<file path="config.mk">
export PLATFORM = sky130hd
export DESIGN_NAME = supply_monitor_switchover
export DESIGN_NICKNAME = d
export VERILOG_FILES = /design/src/logic/supply_monitor_switchover.v
export VERILOG_INCLUDE_DIRS = /design/src /design/src/logic
export SDC_FILE = /design/constraint.sdc
export NUM_CORES = 1
export LEC_CHECK = 0
export BUFFER_PORTS_ARGS = -buffer_cell sky130_fd_sc_hd__buf_2
export CORE_UTILIZATION = 50
export DETAILED_ROUTE_END_ITERATION = 8
export GPL_ROUTABILITY_DRIVEN = 1
export HOLD_SLACK_MARGIN = 0.1
export PLACE_DENSITY = 0.78
export SLEW_MARGIN = 40
export SYNTH_ARGS = -nofsm -noshare
export SYNTH_HDL_FRONTEND = slang
export SYNTH_SLANG_ARGS = --single-unit
</file>
<file path="constraint.sdc">
create_clock -name ref_clk_i -period 7.2 [get_ports ref_clk_i]
set_clock_uncertainty 0.05 [all_clocks]
set_input_delay 1.44 -clock ref_clk_i [delete_from_list [all_inputs] [get_ports ref_clk_i]]
set_output_delay 1.44 -clock ref_clk_i [all_outputs]
set_load 0.02 [all_outputs]
</file>
<file path="src/logic/supply_monitor_consts.vh">
/*
 * register indices, field positions, reset values and timing figures of the
 * supply monitor and switchover block.
 * assumes: included by the block only; byte address of a register is 4x its index.
 */
`ifndef SUPPLY_MONITOR_CONSTS_VH
`define SUPPLY_MONITOR_CONSTS_VH

// ****************************************
// register indices (byte address = 4 * index)
// ****************************************
`define IDX_DELTA_THRESHOLD 8'hF3
`define IDX_PERIPHERAL_CONFIG 8'hF4
`define IDX_SWITCHOVER_CONFIG 8'hF5
`define IDX_POWER_EVENT_FLAG 8'hF8
`define IDX_POWER_EVENT_ENABLE 8'hEC
`define IDX_IRQ_ENABLE_PRIORITY_TWO 8'hA9
`define IDX_MEASURE_START 8'hD8
`define IDX_BATTERY_THRESHOLD 8'hFA
`define IDX_BATTERY_RESULT 8'hDF
`define IDX_DC_SENSE_RESULT 8'hEF
`define IDX_SAG_LEVEL 8'h14
`define IDX_SAG_CYCLE_COUNT 8'h1E

// ****************************************
// field positions
// ****************************************
`define BIT_SWITCHOVER 0
`define BIT_RESTORE 1
`define BIT_DC_SENSE 2
`define BIT_BATTERY 3
`define BIT_SAG 4
`define NUM_EVENTS 5
`define BIT_SUPPLY_SOURCE 6
`define BIT_SWITCHOVER_DISABLE 1
`define BIT_BATTERY_PIN_ENABLE 2
`define BIT_POWER_IRQ_GLOBAL 1
`define SELECT_MAIN_ONLY 2'b00
`define SELECT_DC_AND_MAIN 2'b01

// ****************************************
// reset values and bus answers
// ****************************************
`define RST_BYTE 8'h00
`define RESP_OKAY 2'b00
`define RESP_SLVERR 2'b10

// ****************************************
// timing figures
// ****************************************
`define CLOCK_HZ 20000000
`define DC_SWITCH_DELAY_MS 30
`define RESTORE_DELAY_MS 130
`define DC_SWITCH_CYCLES (`CLOCK_HZ / 1000 * `DC_SWITCH_DELAY_MS)
`define RESTORE_CYCLES (`CLOCK_HZ / 1000 * `RESTORE_DELAY_MS)
`define MEASURE_PERIOD_CYCLES 1000000

`endif

</file>
<file path="src/logic/supply_monitor_switchover.v">
/*
 * supply monitor and switchover: picks main supply or battery for the
 * internal supply, applies switch and restore delays, latches power events
 * and merges them into one interrupt; registers over axi4-lite.
 * assumes: comparator levels and the battery pin are asynchronous; adc
 * results and the sag event come from logic on ref_clk_i.
 */
// Decided for this implementation: the AXI4-Lite slave port and the register addresses.
// What this block does
// - return to main once all enabled causes clear
// - dc cause: need dc and main both good
// - pin cause: also need pin high
// - wait 130 ms before returning to main
// - low dc sense switches after 30 ms
// - interrupt off at reset, needs global enable
// - per-event enables pick interrupt sources
// - flags stay latched, software writes to clear
// - main to battery sets switchover flag
// - battery to main sets restore flag
// - flags set regardless of enables; write 0 clears
// - status bit 6 reads 1 on main supply
// - dc result delta over threshold flags event
// - periodic or software-started dc measurement
// - every battery result sets flag; threshold not compared
// - dc comparator low also sets dc flag
// - sag detector event sets sag flag
// - select 01 adds dc cause, 00 main only
// - pin falling edge switches to battery
// - disable bit keeps supply on main
`include "supply_monitor_consts.vh"

module supply_monitor_switchover #(
  parameter DC_SWITCH_CYCLES = `DC_SWITCH_CYCLES,
  parameter RESTORE_CYCLES = `RESTORE_CYCLES,
  parameter MEASURE_PERIOD = `MEASURE_PERIOD_CYCLES
) (
  input wire ref_clk_i, // block clock, 20 MHz
  input wire rst_n_i, // synchronous reset, active low
  input wire [9:0] s_axi_awaddr, // write address
  input wire s_axi_awvalid, // write address valid
  output wire s_axi_awready, // write address ready
  input wire [31:0] s_axi_wdata, // write data
  input wire [3:0] s_axi_wstrb, // write strobes
  input wire s_axi_wvalid, // write data valid
  output wire s_axi_wready, // write data ready
  output reg [1:0] s_axi_bresp, // write response
  output reg s_axi_bvalid, // write response valid
  input wire s_axi_bready, // write response ready
  input wire [9:0] s_axi_araddr, // read address
  input wire s_axi_arvalid, // read address valid
  output wire s_axi_arready, // read address ready
  output reg [31:0] s_axi_rdata, // read data
  output reg [1:0] s_axi_rresp, // read response
  output reg s_axi_rvalid, // read data valid
  input wire s_axi_rready, // read data ready
  input wire main_supply_ok_i, // main supply above 2.75 V, async
  input wire dc_sense_ok_i, // dc sense input above 1.2 V, async
  input wire battery_control_pin_i, // battery control pin, async
  input wire dc_result_valid_i, // dc sense conversion done, pulse
  input wire [7:0] dc_result_i, // dc sense conversion value
  input wire battery_result_valid_i, // battery conversion done, pulse
  input wire [7:0] battery_result_i, // battery conversion value
  input wire sag_event_i, // sag detector event, pulse
  output reg internal_supply_on_main_o, // 1: main supply, 0: battery
  output reg measure_start_o, // launch one dc sense conversion, pulse
  output reg dc_low_warning_o, // dc sense below 1.2 V
  output reg [7:0] sag_level_o, // sag threshold to the detector
  output reg [7:0] sag_cycle_count_o, // sag line cycles to the detector
  output reg power_monitor_interrupt_o // shared interrupt to the core
);

  // ****************************************
  // state codes
  // ****************************************
  localparam [3:0] ST_MAIN = 4'b0001;
  localparam [3:0] ST_DC_WAIT = 4'b0010;
  localparam [3:0] ST_BATTERY = 4'b0100;
  localparam [3:0] ST_RESTORE = 4'b1000;

  // ****************************************
  // input synchronisers
  // ****************************************
  reg [2:0] sync1_reg;
  reg [2:0] sync2_reg;
  reg pin_prev_reg;
  wire main_ok = sync2_reg[0];
  wire dc_ok = sync2_reg[1];
  wire pin_high = sync2_reg[2];
  wire pin_fall = pin_prev_reg & ~pin_high;

  always @(posedge ref_clk_i) begin
    if (!rst_n_i) begin
      sync1_reg <= 3'b111;
      sync2_reg <= 3'b111;
      pin_prev_reg <= 1'b1;
      dc_low_warning_o <= 1'b0;
    end else begin
      sync1_reg <= {battery_control_pin_i, dc_sense_ok_i, main_supply_ok_i};
      sync2_reg <= sync1_reg;
      pin_prev_reg <= pin_high;
      dc_low_warning_o <= ~dc_ok;
    end
  end

  // ****************************************
  // registers
  // ****************************************
  reg [7:0] delta_threshold_reg;
  reg [7:0] switchover_config_reg;
  reg [`NUM_EVENTS-1:0] power_event_enable_reg;
  reg [`NUM_EVENTS-1:0] power_event_flag_reg;
  reg [`NUM_EVENTS-1:0] power_event_flag_next;
  reg power_irq_global_enable;
  reg [7:0] battery_threshold_reg;
  reg [7:0] battery_result_reg;
  reg [7:0] dc_result_reg;
  reg sw_measure_pending_reg;
  reg [3:0] state_reg;
  reg [3:0] state_next;
  reg [21:0] delay_cnt_reg;
  reg [21:0] delay_cnt_next;
  reg [19:0] period_cnt_reg;

  wire [1:0] switchover_select = switchover_config_reg[1:0];
  wire switch_disable = switchover_config_reg[`BIT_SWITCHOVER_DISABLE];
  wire dc_cause_en = (switchover_select == `SELECT_DC_AND_MAIN);
  wire pin_cause_en = switchover_config_reg[`BIT_BATTERY_PIN_ENABLE];

  // ****************************************
  // axi4-lite slave
  // ****************************************
  reg aw_full_reg;
  reg w_full_reg;
  reg [7:0] aw_idx_reg;
  reg aw_hi_reg;
  reg [7:0] w_byte_reg;
  reg w_strb_reg;
  wire wr_fire = aw_full_reg & w_full_reg & ~s_axi_bvalid;
  wire rd_fire = s_axi_arvalid & ~s_axi_rvalid;
  wire [7:0] rd_idx = s_axi_araddr[9:2];

  assign s_axi_awready = ~aw_full_reg & ~s_axi_bvalid;
  assign s_axi_wready = ~w_full_reg & ~s_axi_bvalid;
  assign s_axi_arready = ~s_axi_rvalid;

  function mapped;
    input [7:0] idx;
    begin
      case (idx)
        `IDX_DELTA_THRESHOLD, `IDX_PERIPHERAL_CONFIG, `IDX_SWITCHOVER_CONFIG,
        `IDX_POWER_EVENT_FLAG, `IDX_POWER_EVENT_ENABLE, `IDX_IRQ_ENABLE_PRIORITY_TWO,
        `IDX_MEASURE_START, `IDX_BATTERY_THRESHOLD, `IDX_BATTERY_RESULT,
        `IDX_DC_SENSE_RESULT, `IDX_SAG_LEVEL, `IDX_SAG_CYCLE_COUNT: mapped = 1'b1;
        default: mapped = 1'b0;
      endcase
    end
  endfunction

  wire wr_ok = wr_fire & ~aw_hi_reg & mapped(aw_idx_reg);
  wire wr_en = wr_ok & w_strb_reg;
  wire wr_flags = wr_en & (aw_idx_reg == `IDX_POWER_EVENT_FLAG);
  wire wr_start = wr_en & (aw_idx_reg == `IDX_MEASURE_START);

  reg [7:0] rd_byte;
  always @* begin
    rd_byte = `RST_BYTE;
    case (rd_idx)
      `IDX_DELTA_THRESHOLD: rd_byte = delta_threshold_reg;
      `IDX_PERIPHERAL_CONFIG: rd_byte = {1'b0, internal_supply_on_main_o, 6'b00_0000};
      `IDX_SWITCHOVER_CONFIG: rd_byte = switchover_config_reg;
      `IDX_POWER_EVENT_FLAG: rd_byte = {3'b000, power_event_flag_reg};
      `IDX_POWER_EVENT_ENABLE: rd_byte = {3'b000, power_event_enable_reg};
      `IDX_IRQ_ENABLE_PRIORITY_TWO: rd_byte = {6'b00_0000, power_irq_global_enable, 1'b0};
      `IDX_BATTERY_THRESHOLD: rd_byte = battery_threshold_reg;
      `IDX_BATTERY_RESULT: rd_byte = battery_result_reg;
      `IDX_DC_SENSE_RESULT: rd_byte = dc_result_reg;
      `IDX_SAG_LEVEL: rd_byte = sag_level_o;
      `IDX_SAG_CYCLE_COUNT: rd_byte = sag_cycle_count_o;
      default: rd_byte = `RST_BYTE;
    endcase
  end

  always @(posedge ref_clk_i) begin
    if (!rst_n_i) begin
      aw_full_reg <= 1'b0;
      w_full_reg <= 1'b0;
      aw_idx_reg <= `RST_BYTE;
      aw_hi_reg <= 1'b0;
      w_byte_reg <= `RST_BYTE;
      w_strb_reg <= 1'b0;
      s_axi_bvalid <= 1'b0;
      s_axi_bresp <= `RESP_OKAY;
      s_axi_rvalid <= 1'b0;
      s_axi_rresp <= `RESP_OKAY;
      s_axi_rdata <= 32'h0000_0000;
    end else begin
      if (s_axi_awvalid & s_axi_awready) begin
        aw_full_reg <= 1'b1;
        aw_idx_reg <= s_axi_awaddr[9:2];
        aw_hi_reg <= |s_axi_awaddr[1:0]; // unaligned byte address is refused
      end
      if (s_axi_wvalid & s_axi_wready) begin
        w_full_reg <= 1'b1;
        w_byte_reg <= s_axi_wdata[7:0];
        w_strb_reg <= s_axi_wstrb[0];
      end
      if (wr_fire) begin
        aw_full_reg <= 1'b0;
        w_full_reg <= 1'b0;
        s_axi_bvalid <= 1'b1;
        s_axi_bresp <= wr_ok ? `RESP_OKAY : `RESP_SLVERR;
      end else if (s_axi_bvalid & s_axi_bready) begin
        s_axi_bvalid <= 1'b0;
      end
      if (rd_fire) begin
        s_axi_rvalid <= 1'b1;
        s_axi_rdata <= {24'h00_0000, rd_byte};
        s_axi_rresp <= mapped(rd_idx) ? `RESP_OKAY : `RESP_SLVERR;
      end else if (s_axi_rvalid & s_axi_rready) begin
        s_axi_rvalid <= 1'b0;
      end
    end
  end

  always @(posedge ref_clk_i) begin
    if (!rst_n_i) begin
      delta_threshold_reg <= `RST_BYTE;
      switchover_config_reg <= `RST_BYTE;
      power_event_enable_reg <= {`NUM_EVENTS{1'b0}};
      power_irq_global_enable <= 1'b0;
      battery_threshold_reg <= `RST_BYTE;
      sag_level_o <= `RST_BYTE;
      sag_cycle_count_o <= `RST_BYTE;
    end else if (wr_en) begin
      case (aw_idx_reg)
        `IDX_DELTA_THRESHOLD: delta_threshold_reg <= w_byte_reg;
        `IDX_SWITCHOVER_CONFIG: switchover_config_reg <= w_byte_reg;
        `IDX_POWER_EVENT_ENABLE: power_event_enable_reg <= w_byte_reg[`NUM_EVENTS-1:0];
        `IDX_IRQ_ENABLE_PRIORITY_TWO: power_irq_global_enable <= w_byte_reg[`BIT_POWER_IRQ_GLOBAL];
        `IDX_BATTERY_THRESHOLD: battery_threshold_reg <= w_byte_reg;
        `IDX_SAG_LEVEL: sag_level_o <= w_byte_reg;
        `IDX_SAG_CYCLE_COUNT: sag_cycle_count_o <= w_byte_reg;
        default: ;
      endcase
    end
  end

  // ****************************************
  // supply source state machine
  // ****************************************
  wire go_battery = ~switch_disable & (~main_ok | (pin_cause_en & pin_fall));
  wire restore_ok = switch_disable |
    (main_ok & (~dc_cause_en | dc_ok) & (~pin_cause_en | pin_high));

  always @* begin
    state_next = state_reg;
    delay_cnt_next = delay_cnt_reg + 22'd1;
    case (state_reg)
      ST_MAIN: begin
        delay_cnt_next = 22'd0;
        if (go_battery)
          state_next = ST_BATTERY;
        else if (~switch_disable & dc_cause_en & ~dc_ok)
          state_next = ST_DC_WAIT;
      end
      ST_DC_WAIT: begin
        if (go_battery | (delay_cnt_reg == DC_SWITCH_CYCLES[21:0] - 22'd1))
          state_next = ST_BATTERY;
        else if (switch_disable | ~dc_cause_en | dc_ok)
          state_next = ST_MAIN;
      end
      ST_BATTERY: begin
        delay_cnt_next = 22'd0;
        if (switch_disable)
          state_next = ST_MAIN;
        else if (restore_ok)
          state_next = ST_RESTORE;
      end
      ST_RESTORE: begin
        if (switch_disable)
          state_next = ST_MAIN;
        else if (~restore_ok)
          state_next = ST_BATTERY;
        else if (delay_cnt_reg == RESTORE_CYCLES[21:0] - 22'd1)
          state_next = ST_MAIN;
      end
      default: begin
        state_next = ST_MAIN;
        delay_cnt_next = 22'd0;
      end
    endcase
    if (state_next != state_reg)
      delay_cnt_next = 22'd0;
  end

  wire now_main = (state_reg == ST_MAIN) | (state_reg == ST_DC_WAIT);
  wire next_main = (state_next == ST_MAIN) | (state_next == ST_DC_WAIT);

  always @(posedge ref_clk_i) begin
    if (!rst_n_i) begin
      state_reg <= ST_MAIN;
      delay_cnt_reg <= 22'd0;
      internal_supply_on_main_o <= 1'b1;
    end else begin
      state_reg <= state_next;
      delay_cnt_reg <= delay_cnt_next;
      internal_supply_on_main_o <= next_main;
    end
  end

  // ****************************************
  // measurement launch and results
  // ****************************************
  wire period_done = (period_cnt_reg == MEASURE_PERIOD[19:0] - 20'd1);
  wire [7:0] dc_delta = (dc_result_i > dc_result_reg) ?
    (dc_result_i - dc_result_reg) : (dc_result_reg - dc_result_i);

  always @(posedge ref_clk_i) begin
    if (!rst_n_i) begin
      period_cnt_reg <= 20'd0;
      measure_start_o <= 1'b0;
      sw_measure_pending_reg <= 1'b0;
      dc_result_reg <= `RST_BYTE;
      battery_result_reg <= `RST_BYTE;
    end else begin
      period_cnt_reg <= period_done ? 20'd0 : period_cnt_reg + 20'd1;
      measure_start_o <= (period_done | wr_start) & ~measure_start_o;
      if (wr_start)
        sw_measure_pending_reg <= 1'b1;
      else if (dc_result_valid_i)
        sw_measure_pending_reg <= 1'b0;
      if (dc_result_valid_i)
        dc_result_reg <= dc_result_i;
      if (battery_result_valid_i)
        battery_result_reg <= battery_result_i;
    end
  end

  // ****************************************
  // event flags and interrupt
  // ****************************************
  wire [`NUM_EVENTS-1:0] event_set;
  assign event_set[`BIT_SWITCHOVER] = now_main & ~next_main;
  assign event_set[`BIT_RESTORE] = ~now_main & next_main;
  assign event_set[`BIT_DC_SENSE] = (dc_result_valid_i &
    ((dc_delta > delta_threshold_reg) | sw_measure_pending_reg)) |
    (~dc_ok & ~dc_low_warning_o);
  assign event_set[`BIT_BATTERY] = battery_result_valid_i;
  assign event_set[`BIT_SAG] = sag_event_i;

  always @* begin
    power_event_flag_next = power_event_flag_reg;
    if (wr_flags)
      power_event_flag_next = power_event_flag_reg & w_byte_reg[`NUM_EVENTS-1:0];
    power_event_flag_next = power_event_flag_next | event_set;
  end

  always @(posedge ref_clk_i) begin
    if (!rst_n_i) begin
      power_event_flag_reg <= {`NUM_EVENTS{1'b0}};
      power_monitor_interrupt_o <= 1'b0;
    end else begin
      power_event_flag_reg <= power_event_flag_next;
      power_monitor_interrupt_o <= power_irq_global_enable &
        (|(power_event_flag_next & power_event_enable_reg));
    end
  end

endmodule // supply_monitor_switchover

</file>
* Word level (Yosys, flattened, before mapping)
Cells that the tools add are included.
Storage, ports and cells: bits in registers 159, bits of input ports 85, logic and storage cells 175
Operators by class: $add $sub $neg 4, order comparisons 2, equality and inequality tests 35, muxes and demuxes 25, bitwise gates (word level) 59, reduce and logical (&&, ||, !) cells 18
Operator list (count):
- 8-bit == test, second input constant | 20
- 8-bit one-hot mux with 11 select lines | 1
- 4-bit two-way mux | 9
- 8-bit by 5-bit == test with 1-bit output, second input constant | 4
- 1-bit bitwise AND | 27
- 12-bit OR reduction | 2
- 22-bit by 1-bit adder with 22-bit output, second input constant | 1
- 22-bit by 20-bit == test with 1-bit output, second input constant | 1
- 22-bit == test, second input constant | 1
- 20-bit by 1-bit adder with 20-bit output, second input constant | 1
- 20-bit == test, second input constant | 1
- 1-bit inverter | 17
- 8-bit greater-than comparator | 2
- 4-bit one-hot mux with 4 select lines | 1
- 8-bit subtractor | 2
- 2-bit AND reduction | 7
- 1-bit OR | 12
- 5-bit bitwise AND | 2
- 1-bit two-way mux | 10
- 4-bit by 1-bit == test with 1-bit output, second input constant | 2
- 4-bit by 2-bit == test with 1-bit output, second input constant | 2
- 8-bit two-way mux | 1
- 2-bit OR reduction | 4
- 2-bit nonzero test | 3
- 9 further kinds | 10

* Logic depth before layout (Yosys ltp)
Gate-level depths: netlist (run 1).
word-level depth 17, mapped depth 18, depth with buffers taken out 17

* Worst setup path after synthesis (run 1)
OpenSTA, ideal clock, no wires.
kind input to register, from input dc_result_i[0], to register power_monitor_interrupt_o, library setup time 0.122 ns, data arrival time 4.962 ns, required time 7.028 ns, path slack 2.067 ns, cell stages on the path 16, path buffers 0, cells stage by stage inv_1 ha_1 inv_1 fa_1 and3_1 o31a_1 o21ai_1 mux2_2 mux2_2 a211oi_1 ha_1 nand4_1 a21oi_1 o41ai_1 a21boi_0 o311a_1
Between the ends: longest elaborated chain between the ends 10, elaborated cells on any way between the ends 12
RTL lines:
- start: declaration | line supply_monitor_switchover.v:60 | input wire [7:0] dc_result_i,
- 8-bit subtractor / 8-bit greater-than comparator (equally long branches) | line supply_monitor_switchover.v:316, supply_monitor_switchover.v:315
- 8-bit two-way mux (*) | line supply_monitor_switchover.v:315 | wire [7:0] dc_delta = (dc_result_i > dc_result_reg) ?
- 8-bit greater-than comparator (*) | line supply_monitor_switchover.v:346 | ((dc_delta > delta_threshold_reg) | sw_measure_pending_reg)) |
- 1-bit OR (*) | line supply_monitor_switchover.v:346
- 1-bit bitwise AND (*) | line supply_monitor_switchover.v:345 | assign event_set[`BIT_DC_SENSE] = (dc_result_valid_i &
- 1-bit OR (*) | line supply_monitor_switchover.v:346
- 5-bit OR (*) | line supply_monitor_switchover.v:355 | power_event_flag_next = power_event_flag_next | event_set;
- 5-bit bitwise AND (*) | line supply_monitor_switchover.v:365 | (|(power_event_flag_next & power_event_enable_reg));
- 5-bit OR reduction (*) | line supply_monitor_switchover.v:365
- 1-bit bitwise AND (*) | line supply_monitor_switchover.v:364 | power_monitor_interrupt_o <= power_irq_global_enable &
- end signal: assignment | line supply_monitor_switchover.v:364
- end: declaration | line supply_monitor_switchover.v:69 | output reg power_monitor_interrupt_o
Mark *: on every way between the ends. The rest lies on a longest branch, timed or not. A chain may end at the register's enable or synchronous reset.

* Worst setup path after layout (run 1)
Same ends and word-level chain as after synthesis.

==> results of run 1 <==
-- through the flow --
stage          instance area, um2  util [%]
2_1_floorplan                8400         -
3_3_place_gp                 8710      54.3
3_5_place_dp                 8730      54.4
4_1_cts                      9320      58.0
5_1_grt                      9330      58.1
6_report                     9330      58.1
-- critical path, delay by kind of cell --
family          cells  cell delay, ps
compound gates      9            2880
fa+ha+maj           3             860
simple gates        3             500
buf+inv             3             220
-- cells by family after synthesis --
family                   count (synthesis)
flip-flops                             157
AND/OR/NAND/NOR                        421
XOR/XNOR                                44
multiplexers                            41
AO/OA/AOI/OAI                          185
other                                    1
adder cells (fa/ha/maj)                 27
buffers and inverters                  114
-- power by group through the flow --
stage	clock [mW]	combinational [mW]	sequential (mW)
4_1_cts	0.908	0.236	0.918
5_1_grt	0.946	0.264	0.921
6_report	0.899	0.239	0.919
2_1_floorplan	0	0.196	0.924
3_3_place_gp	0	0.228	0.937
3_5_place_dp	0	0.233	0.937
-- Yosys cell counts, drive strengths merged, types with 3 or more instances --
cell | instances | area, um2
a211oi | 11 | 82.6
a21boi | 5 | 37.5
a21o | 5 | 38.8
a21oi | 62 | 310
a221oi | 3 | 26.3
a22oi | 18 | 135
a31o | 5 | 43.8
a31oi | 4 | 25.0
and2 | 10 | 62.6
and3 | 16 | 100
and4 | 6 | 53.8
buf | 35 | 260
clkbuf | 41 | 154
dfxtp | 157 | 3140
ha | 25 | 313
inv | 36 | 135
mux2 | 4 | 45.0
mux2i | 37 | 370
nand2 | 122 | 458
nand2b | 23 | 144
nand3 | 40 | 200
nand3b | 4 | 30.0
nand4 | 15 | 93.8
nor2 | 88 | 330
nor2b | 14 | 87.6
nor3 | 22 | 115
nor4 | 31 | 322
o211ai | 8 | 65.1
o21a | 4 | 30.0
o21ai | 33 | 169
o21bai | 4 | 30.0
o22ai | 4 | 25.0
o311ai | 3 | 26.3
o31a | 3 | 26.3
or2 | 3 | 18.8
or3 | 6 | 37.5
or4 | 4 | 35.0
xnor2 | 26 | 228
xor2 | 18 | 158
-- how the worst max path moves through the flow --
| stage | from | to | slack [ps] | cells past startpoint |
|---|---|---|---|---|
| floorplan | dc_result_i[0] | power_monitor_interrupt_o | 2070 | 16 |
| global placement | dc_result_i[0] | power_monitor_interrupt_o | 1270 | 17 |
| detailed placement | dc_result_i[0] | power_monitor_interrupt_o | 1210 | 18 |
| CTS | dc_result_i[0] | power_monitor_interrupt_o | 1610 | 18 |
| global route | dc_result_i[0] | power_monitor_interrupt_o | 1330 | 18 |
| finish | dc_result_i[0] | power_monitor_interrupt_o | 1580 | 18 |
-- per-layer routing --
metal,global-route usage (%),vias to the layer above
met5,0,-
met4,9.74,0
met3,5.86,44
met2,39.4,292
met1,34.2,3475
li1,-,3559
-- cell type report --
class / instances / area [um2] / share of cell area (%)
Clock buffer: 18 / 439 / 4.71
Clock inverter: 14 / 153 / 1.64
Inverter: 36 / 135 / 1.45
Multi-Input combinational cell: 744 / 4710 / 50.5
Sequential cell: 157 / 3140 / 33.7
Tap cell: 216 / 270 / 2.90
Timing Repair Buffer: 93 / 477 / 5.11
==> results, run 1 <==
- For this block, wires on met1 add up to roughly 9.7 mm.
- The initial core utilization is 51.7%.
- The overall routing resource usage is 25.4%.
- For this design the ratio of total power to cell area is 221 nW/um2.
- The number of unique standard cell types used by synthesis is 78.
- The type of element launching the critical path is an input port.
- The count of final hold-check violations came to 0.
- The number of synthesized flops with an enable pin is 0.
- Leaving out fill and tap cells, the most frequent cell in the layout is dfxtp_1.
- The standby leakage power is 3.48 nW.
- TritonCTS built the clock tree.
- The critical path data required time is roughly 7500 ps.
- The combinational power share is 11.6%.
- Detailed placement ended at an HPWL of 14.9 mm.
- The number of warning messages in the yosys log is 0.
- The portion of the post-synthesis area used by sequential elements is 37.8%.
- The most used flip-flop cell after synthesis is dfxtp_1.
- The number of inserted filler cells in the final layout is about 1400.
- The post-synthesis simple-gate area fraction is 27.0%.
- In this run the standard cell core region covers ~16000 um2.
- The clock reaches the later pin of the worst-skew pair after 430 ps.
- In this run the core area contains 46 standard-cell rows.
- Net switching is 28.1% of the power.
- The total number of clock tree sinks is between 150 and 200.
- Walking the worst path, the cells encountered are buf_2 -> inv_1 -> ha_1 -> inv_1 -> fa_1 -> and3_1 -> o31a_1 -> o21ai_1 -> a21boi_0 -> and3_1 -> a211oi_1 -> ha_1 -> a21o_1 -> a21oi_1 -> nor2b_1 -> o41ai_1 -> a21boi_0 -> o311a_1.
- In this run, post-CTS repair resized a total of 0 instances.
- The top cell types in the final layout, fill and taps aside, are dfxtp_1, nand2_1, buf_2.
- The number of storage elements in the synthesis netlist is roughly 160.
- The share of cells above drive strength 1 is 16.3%.
- The critical path is of the input port to flop type.
- The floorplan step set the die height to 131 um.
- The largest family of logic cells by synthesized area is simple AND/OR/NAND/NOR gates.
- Setup violations remaining at the end of the flow were counted as 0.
- The launch point of the worst hold path is sync1_reg[0].
- Setup repair after global routing left no endpoint under its margin.
- The synthesized instance count is 990.
- The first global-routing pass estimated 33.7 mm of wire.
- The final sum of negative setup slack is 0 ps.
- In this design, the stage delay of the slowest critical-path cell is 530 ps.
- The endpoint arrival time on the critical path is 5890 ps.
- The overflow left after global routing is 0.
- The residual antenna-violating net count after detailed routing is 0.
- Setup slack closes at 1580 ps.
- Internal power comes to between 1 and 1.5 mW.
- The synthesized netlist devotes 4.64% of its cell area to XOR and XNOR gates.
- At the placement stage, the worst setup path has a slack of about 1200 ps.
- For this design the total switching power over the nets is between 500 and 600 uW.
- Counting flops with an async set or reset pin after synthesis yields a share of 0%.
- In this run, flip-flops and latches consume 44.7% of the power.
- The post-detailed-route wirelength per cell is 16.4 um.
- The actual slew at the worst max-slew pin is 786 ps.
- The worst hold margin is 358 ps.
- The met3 wire length is ~1.6 mm.
- Of the total synthesized cell area, the portion taken by full adders, half adders and majority gates is 4.25%.
- In this run, CTS created clock tree buffers numbering 17.
- The pin count of the biggest net entering global routing is 89.
- The design draws slightly above 2 mW.
- The hold buffer count at CTS is 0.
- Dividing the final minimum period by the clock period gives 78.0%.
- After detailed routing, no signal wire sits above met4.
- The critical path endpoint category is a flop.
- The netlist area before placement is between 8000 and 9000 um2.
- The tool flagged a number of max-cap violations equal to 0.
- The path with the worst hold slack has its endpoint at sync2_reg[0].
- In the final design database the tool counted about 1200 nets.
- In this run, placement finished with an instance count of 1246.
- The master of the slowest instance on the critical path is o21ai_1.
- The first-pass iteration count of the detailed router is 7.
- The number of global-route vias before repair was 6743.
- Summed over all nets, wire length on met2 after detailed routing comes to 9.19 mm.
- The via total after detailed routing is around 7400.
- The clock network power share is 43.7%.
- Compared with the post-synthesis result, the final layout area differs by 12.3%.
- The number of stages on the worst hold path is 1.
- The final count of pins violating max slew is 0.
- The average instance area after synthesis is 8.39 um2.
- Clock-pin slew was measured on the worst setup and hold paths at 70 ps.
- The flip-flop count of the largest register after layout is 22.
- The diode insertion count for antenna repair is 0.
- The maximum level of the CTS H-tree is 4.
- The worst-case IR drop observed on VDD is ~0.00022 V.
- The maximum fanout encountered on the critical timing path is 8.
- The congestion estimate from routability-driven global placement came to 0.920.
- Post-CTS timing repair inserted 0 buffers for setup.
- The worst hold path class is flop to flop.
- The number of buffer cells added on primary ports is 90.
- Static timing analysis puts the maximum clock frequency at 0.178 GHz.
- Once layout is complete, the cells apart from fillers number 1278.
- The routed design has between 20 and 25 mm of wire.
- The initial antenna violation count is 0.
- In this run the critical register-to-register path is captured at power_monitor_interrupt_o.
- During I/O placement, the number of pins put on the boundary was 146.
- In this run the clock root is driven by a clkbuf_16.
- The maximum buffer depth of the clock tree is 2.
- The worst register-to-register path begins at dc_result_reg[0].
- The worst register-to-register path has a setup slack of 2260 ps.
- The compound-cell area share of the yosys netlist is 14.3%.
- The post-detailed-route via-to-cell ratio is 5.77.
- The multiplexer fraction of the synthesized cell area is ~5.0%.
- The DRC marker count from the first detailed-route iteration is 691.
- The flow ran to the end, and the final reports show no timing, DRC or antenna violations.
- The post-layout minimum cycle time is roughly 5600 ps.
- In this run the tightest slew margin relative to its limit is a little under half.
- The remaining routing DRC violations is 0.
- The cell count of the worst reg-to-reg path is 16.
- The width of the chip is 131 um.
- The total die area is 17100 um2.
No activity file was read; power rests on OpenSTA's default activity.
==> inputs of run 2 (changes only) <==
==> constraint.sdc (replaced) <==
create_clock -name ref_clk_i -period 5.25 [get_ports ref_clk_i]
set_clock_uncertainty 0.05 [all_clocks]
set_input_delay 1.05 -clock ref_clk_i [delete_from_list [all_inputs] [get_ports ref_clk_i]]
set_output_delay 1.05 -clock ref_clk_i [all_outputs]
set_load 0.02 [all_outputs]
==> results, run 2 (same netlist as run 1, synthesis figures left out) <==
- The height of the chip was 131 um (unchanged).
- The number of inserted filler cells in the final layout came to 1407 (-2.4%).
- The maximum clock rate is 0.213 GHz.
- The number of global-route vias before repair came to 6364 (-5.6%).
- The clock network power share came to 43.2% (-0.5 points).
- The area growth from synthesis to layout is 12.6%.
- The number of placement rows came to 46 (unchanged).
- The initial antenna violation count is 0 (unchanged).
- The hold buffer count at CTS is 0 (unchanged).
- The actual slew at the worst max-slew pin is 779 ps (-7.07 ps).
- The internal power component was 2.07 mW (+40%).
- Setup repair after global routing left no endpoint under its margin.
- The half-perimeter wire length after placement was 14.9 mm (+0.15%).
- The worst slew slack as a fraction of its limit came to 47.3% (+0.48 points).
- The clock root buffer master is clkbuf_16.
- The worst flop-to-flop path startpoint is dc_result_reg[0].
- The overflow left after global routing is 0 (unchanged).
- The post-detailed-route via-to-cell ratio is 5.70 (-1.1%).
- The type of element launching the critical path is an input port.
- The overall routing resource usage is 24.5% (-0.86 points).
- The weighted congestion reported at the end of routability-driven placement is 0.931 (+1.2%).
- The master of the slowest instance on the critical path is fa_1.
- The core footprint came to 16100 um2 (unchanged).
- The maximum level of the CTS H-tree is 4 (unchanged).
- In the layout the commonest cells are dfxtp_1, nand2_1, buf_2.
- The detailed-route wire length came to 20.7 mm (-1.4%).
- The worst-skew pair later-pin latency is 420 ps (about the same).
- The flip-flop count of the largest register after layout is 22 (unchanged).
- The flow ran to the end, and the final reports show no timing, DRC or antenna violations.
- The worst hold path class is flop to flop.
- The buffers plus inverters on the worst setup path was 5 (+2).
- The net switching share of the total power is 26.5% (-1.7 points).
- The combinational power share is 12.0% (+0.4 points).
- In this design, the largest share of critical-path delay is due to compound AO/OA/AOI/OAI gates.
- The worst ir drop on vdd is 0.000228 V (+3.3%).
- The final count of pins violating max slew is 0 (unchanged).
- The maximum buffer depth of the clock tree is 2 (unchanged).
- The endpoint arrival time on the critical path was 4950 ps (-940 ps).
- The initial core utilization came to 51.7% (unchanged).
- The final standard cell count with taps included and fillers excluded was 1282 (+0.31%).
- The number of buffers added for setup after CTS came to 0 (unchanged).
- The worst stage delay on the critical path is 390 ps (-140 ps).
- The residual antenna-violating net count after detailed routing came to 0 (unchanged).
- The critical path starts at dc_result_i[0].
- The first-pass GRT wire length is 32.6 mm (-3.3%).
- The via total after detailed routing was 7309 (-0.83%).
- The first-pass iteration count of the detailed router was 5 (-2).
- The post-CTS resize count was 0 (unchanged).
- Traced cell by cell, the critical path runs through buf_2 -> inv_1 -> ha_1 -> inv_1 -> fa_1 -> and3_1 -> o31a_1 -> o21ai_1 -> buf_4 -> mux2_2 -> mux2_2 -> a211oi_1 -> ha_1 -> nand4_1 -> a21oi_1 -> o41ai_1 -> buf_4 -> a21boi_0 -> o311a_1.
- The number of maximum-capacitance constraint violations was 0 (unchanged).
- Of the available clock period, the critical path in the final layout requires 89.5%.
- The final-stage net count is 1166 (+0.43%).
- The final sum of negative setup slack is 0 ps (unchanged).
- The total number of clock tree sinks is 157 (unchanged).
- The critical path data required time was 5500 ps (-1970 ps).
- The register share of total power is 44.8% (about the same).
- The switching power of the nets was 744 uW (+29%).
- The total design power was 2.81 mW (+37%).
- The remaining routing DRC violations came to 0 (unchanged).
- The number of setup violations in the final report is 0 (unchanged).
- The worst path in the final design needs a cycle of between 4000 and 5000 ps, including I/O delays and setup.
- The worst hold margin came to 357 ps (-0.764 ps).
- The maximum fanout encountered on the critical timing path was 8 (unchanged).
- The setup slack after layout was 551 ps (-1030 ps).
- The placement-stage cell area came to 8760 um2 (+0.36%).
- The width of the chip came to 131 um (unchanged).
- Leaving out fill and tap cells, the most frequent cell in the layout is dfxtp_1.
- The total CTS buffers was 17 (unchanged).
- The DRC marker count from the first detailed-route iteration is 735 (+6.4%).
- The pin count of the biggest net entering global routing is 89 (unchanged).
- The diode insertion count for antenna repair is 0 (unchanged).
- The share of cells above drive strength 1 is 16.4% (+0.13 points).
- STA classifies the critical path endpoint as a flop.
- The utilization after layout is 58.3% (+0.17 points).
- The post-place setup slack is 141 ps (-1070 ps).
- The number of buffer cells added on primary ports is 90 (unchanged).
- The number of cells in the design after placement is 1251 (+0.40%).
- The total I/O pin count was 146 (unchanged).
- The total die area came to 17100 um2 (unchanged).
- The startpoint identified for the worst hold timing path is sync1_reg[0].
- The post-detailed-route wirelength per cell is 16.1 um (-1.7%).
- The clock slew at the register clock pins of the worst setup and hold paths is 60 ps (about the same).
- The clock tree from TritonCTS is yes.
- The areal power density over the cells is 301 nW/um2 (+36%).
- The count of final hold-check violations came to 0 (unchanged).
- The standby leakage power is 3.49 nW (+0.31%).
- The cell area after layout came to 9350 um2 (+0.30%).
- The worst setup path is of the input port to flop kind.
==> run 2: worst paths after layout <==
check	to	slack (ps)	cells after the start
min	sync2_reg[0]	360	1
max	power_monitor_interrupt_o	550	19
max reg2reg	power_monitor_interrupt_o	860	17
min reg2reg	sync2_reg[0]	360	1
==> run 2: power by group through the flow <==
stage          Clock, mW  Sequential (mW)  Combinational (mW)
2_1_floorplan          0             1.27               0.268
3_3_place_gp           0             1.28               0.323
3_5_place_dp           0             1.29               0.330
4_1_cts             1.23             1.26               0.333
5_1_grt             1.29             1.26               0.374
6_report            1.21             1.26               0.337
==> run 2: layout make-up <==
cell class / count / area [um2] / share of cell area [%]
clock buffer: 20 / 447 / 4.78
sequential: 157 / 3140 / 33.6
clock inverter: 11 / 135 / 1.44
tap: 216 / 270 / 2.89
multi-input combinational: 744 / 4710 / 50.3
inverter: 36 / 135 / 1.44
timing repair buffer: 98 / 514 / 5.50
==> run 2: metal layers <==
metal  up-vias  global-route usage, %  routed length, um
met3        19                   6.60               1480
met1      3446                   33.8               9650
li1       3564                      -                  -
met2       280                   37.9               9240
met4         0                   6.15                299
met5         -                      0                  0
==> inputs of run 3 (changes only) <==
--- a/config.mk
+++ b/config.mk
@@ -11,7 +11,7 @@
 export DETAILED_ROUTE_END_ITERATION = 8
 export GPL_ROUTABILITY_DRIVEN = 1
 export HOLD_SLACK_MARGIN = 0.1
-export PLACE_DENSITY = 0.78
+export PLACE_DENSITY = 0.81
 export SLEW_MARGIN = 40
 export SYNTH_ARGS = -nofsm -noshare
 export SYNTH_HDL_FRONTEND = slang
==> results, run 3 (same netlist as run 1, synthesis figures left out) <==
- The cell count of the worst reg-to-reg path is 18 (+1).
- The total die area is 17100 um2 (unchanged).
- The endpoint arrival time on the critical path is 5120 ps (+170 ps).
- The flow ran to the end, and the final reports show no timing, DRC or antenna violations.
- The placement-stage cell area is 8790 um2 (+0.33%).
- The path class of the tightest hold or removal check is flop to flop.
- The areal power density over the cells is 300 nW/um2 (-0.15%).
- The half-perimeter wire length after placement is 14.9 mm (+0.35%).
- The area occupied by multi-input gates is 4710 um2 (unchanged).
- The cell area after layout is 9400 um2 (+0.44%).
- The setup slack after layout is 389 ps (-163 ps).
- The height of the chip is 131 um (unchanged).
- By startpoint and endpoint, the worst setup path is classified as input port to flop.
- The actual slew at the worst max-slew pin is 666 ps (-113 ps).
- The DRC marker count from the first detailed-route iteration was 588 (-20%).
- The utilization after layout is 58.5% (+0.26 points).
- The signal on the critical path passes through buf_2 -> inv_1 -> ha_1 -> inv_1 -> fa_1 -> and3_1 -> o31a_1 -> o21ai_1 -> buf_4 -> mux2_2 -> and2_1 -> a211oi_1 -> ha_1 -> a21o_1 -> a21oi_1 -> nor2b_1 -> o41ai_1 -> buf_4 -> a21boi_0 -> o311a_1.
- The diode insertion count for antenna repair is 0 (unchanged).
- The total I/O pin count was 146 (unchanged).
- The via total after detailed routing is 7356 (+0.64%).
- The maximum level of the CTS H-tree is 4 (unchanged).
- The final-stage net count is 1169 (+0.26%).
- The number of buffers added for setup after CTS is 0 (unchanged).
- In the layout the commonest cells are dfxtp_1, nand2_1, buf_2.
- The maximum clock rate is 0.206 GHz (-3.3%).
- The register area was 3140 um2 (unchanged).
- The total CTS buffers is 17 (unchanged).
- The number of global-route vias before repair is 6581 (+3.4%).
- The worst-skew pair later-pin latency is 430 ps (about the same).
- The detailed-route wire length is 20.6 mm (-0.25%).
- The core footprint was 16100 um2 (unchanged).
- The hold buffer count at CTS is 0 (unchanged).
- The slowest stage of the critical path belongs to the cell fa_1.
- Setup repair after global routing left no endpoint under its margin.
- The number of buffer cells added on primary ports is 90 (unchanged).
- The number of stages on the worst hold path is 1 (unchanged).
- The post-detailed-route via-to-cell ratio was 5.72 (+0.33%).
- The overflow left after global routing is 0 (unchanged).
- The initial core utilization is 51.7% (unchanged).
- The clock root buffer master is clkbuf_16.
- The weighted congestion reported at the end of routability-driven placement is 0.914 (-1.8%).
- The worst ir drop on vdd came to 0.000259 V (+14%).
- The critical path data required time came to 5510 ps (about the same).
- The buffers plus inverters on the worst setup path is 5 (unchanged).
- Among cell families on the critical path, the largest total delay comes from compound AO/OA/AOI/OAI gates.
- The post-place setup slack is 9.77 ps (-132 ps).
- The clock slew at the register clock pins of the worst setup and hold paths is 60 ps (about the same).
- The total number of clock tree sinks came to 157 (unchanged).
- The remaining routing DRC violations is 0 (unchanged).
- The number of setup violations in the final report is 0 (unchanged).
- The flip-flop count of the largest register after layout is 22 (unchanged).
- The share of cells above drive strength 1 came to 16.9% (+0.50 points).
- The maximum fanout encountered on the critical timing path came to 5 (-3).
- The number of placement rows was 46 (unchanged).
- The critical path endpoint category is a flop.
- The number of inserted filler cells in the final layout is 1374 (-2.3%).
- The maximum buffer depth of the clock tree came to 2 (unchanged).
- The final count of pins violating max slew came to 0 (unchanged).
- The number of maximum-capacitance constraint violations is 0 (unchanged).
- The depth of the critical timing path with buffers and inverters included is 20 (+1).
- The pin count of the biggest net entering global routing is 56 (-37%).
- The standby leakage power is 3.52 nW (+0.77%).
- The initial antenna violation count is 0 (unchanged).
- The worst hold margin came to 355 ps (-1.80 ps).
- The final sum of negative setup slack is 0 ps (unchanged).
- The width of the chip is 131 um (unchanged).
- The final worst-path cycle share is 92.6% (+3.1 points).
- The area growth from synthesis to layout is 13.1%.
- The worst stage delay on the critical path is 410 ps (+20 ps).
- Leaving out fill and tap cells, the most frequent cell in the layout is dfxtp_1.
- The post-CTS resize count is 0 (unchanged).
- The clock tree from TritonCTS is yes.
- The count of final hold-check violations is 0 (unchanged).
- The worst slew slack as a fraction of its limit is 54.9% (+7.7 points).
- The post-layout minimum cycle time is 4860 ps (+163 ps).
- The first-pass iteration count of the detailed router was 7 (+2).
- STA classifies the critical path startpoint as an input port.
- The overall routing resource usage is 24.9% (+0.38 points).
- The first-pass GRT wire length is 32.9 mm (+0.95%).
- The post-detailed-route wirelength per cell is 16.0 um (-0.56%).
- The residual antenna-violating net count after detailed routing is 0 (unchanged).
==> run 3: cell types whose count changed in the layout (fill, tap and decap cells not counted), moves of 2 or more <==
| cell | change |
|---|---|
| inv_6 | +2 |
| clkbuf_8 | +2 |
| buf_4 | +3 |
| clkbuf_1 | -2 |
==> run 3: metrics by stage <==
stage,total power [mW],cells
after detailed placement,1.62,1254
after global placement,1.61,1253
after floorplan,1.53,1015
final,2.82,1286
after CTS,2.83,1286
after global routing,2.93,1286
==> run 3: metal layers <==
layer | track usage (%) | up-vias | part of all wire (%)
met5 | 0 | - | 0
met4 | 9.53 | 0 | 2.8
met3 | 5.66 | 39 | 8.3
met2 | 38.7 | 347 | 44
met1 | 33.5 | 3393 | 45
li1 | - | 3577 | -
==> run 3: power breakdown <==
group	switching, mW	total, mW	internal, mW	leakage (nW)
Combinational	0.206	0.338	0.132	1.96
Sequential	0.0394	1.26	1.22	1.28
Clock	0.518	1.22	0.702	0.283
==> run 3: worst paths after layout <==
path	endpoint	from	slack, ps
min	sync2_reg[0]	sync1_reg[0]	350
max reg2reg	power_monitor_interrupt_o	dc_result_reg[0]	710
max	power_monitor_interrupt_o	dc_result_i[0]	390
min reg2reg	sync2_reg[0]	sync1_reg[0]	350
==> run 3: area by class of cell <==
cell class / instances / area share (%)
clock buffer: 20 / 4.97
clock inverter: 12 / 1.33
inverter: 36 / 1.44
multi-input combinational: 744 / 50.1
sequential: 157 / 33.5
tap: 216 / 2.88
timing repair buffer: 101 / 5.81
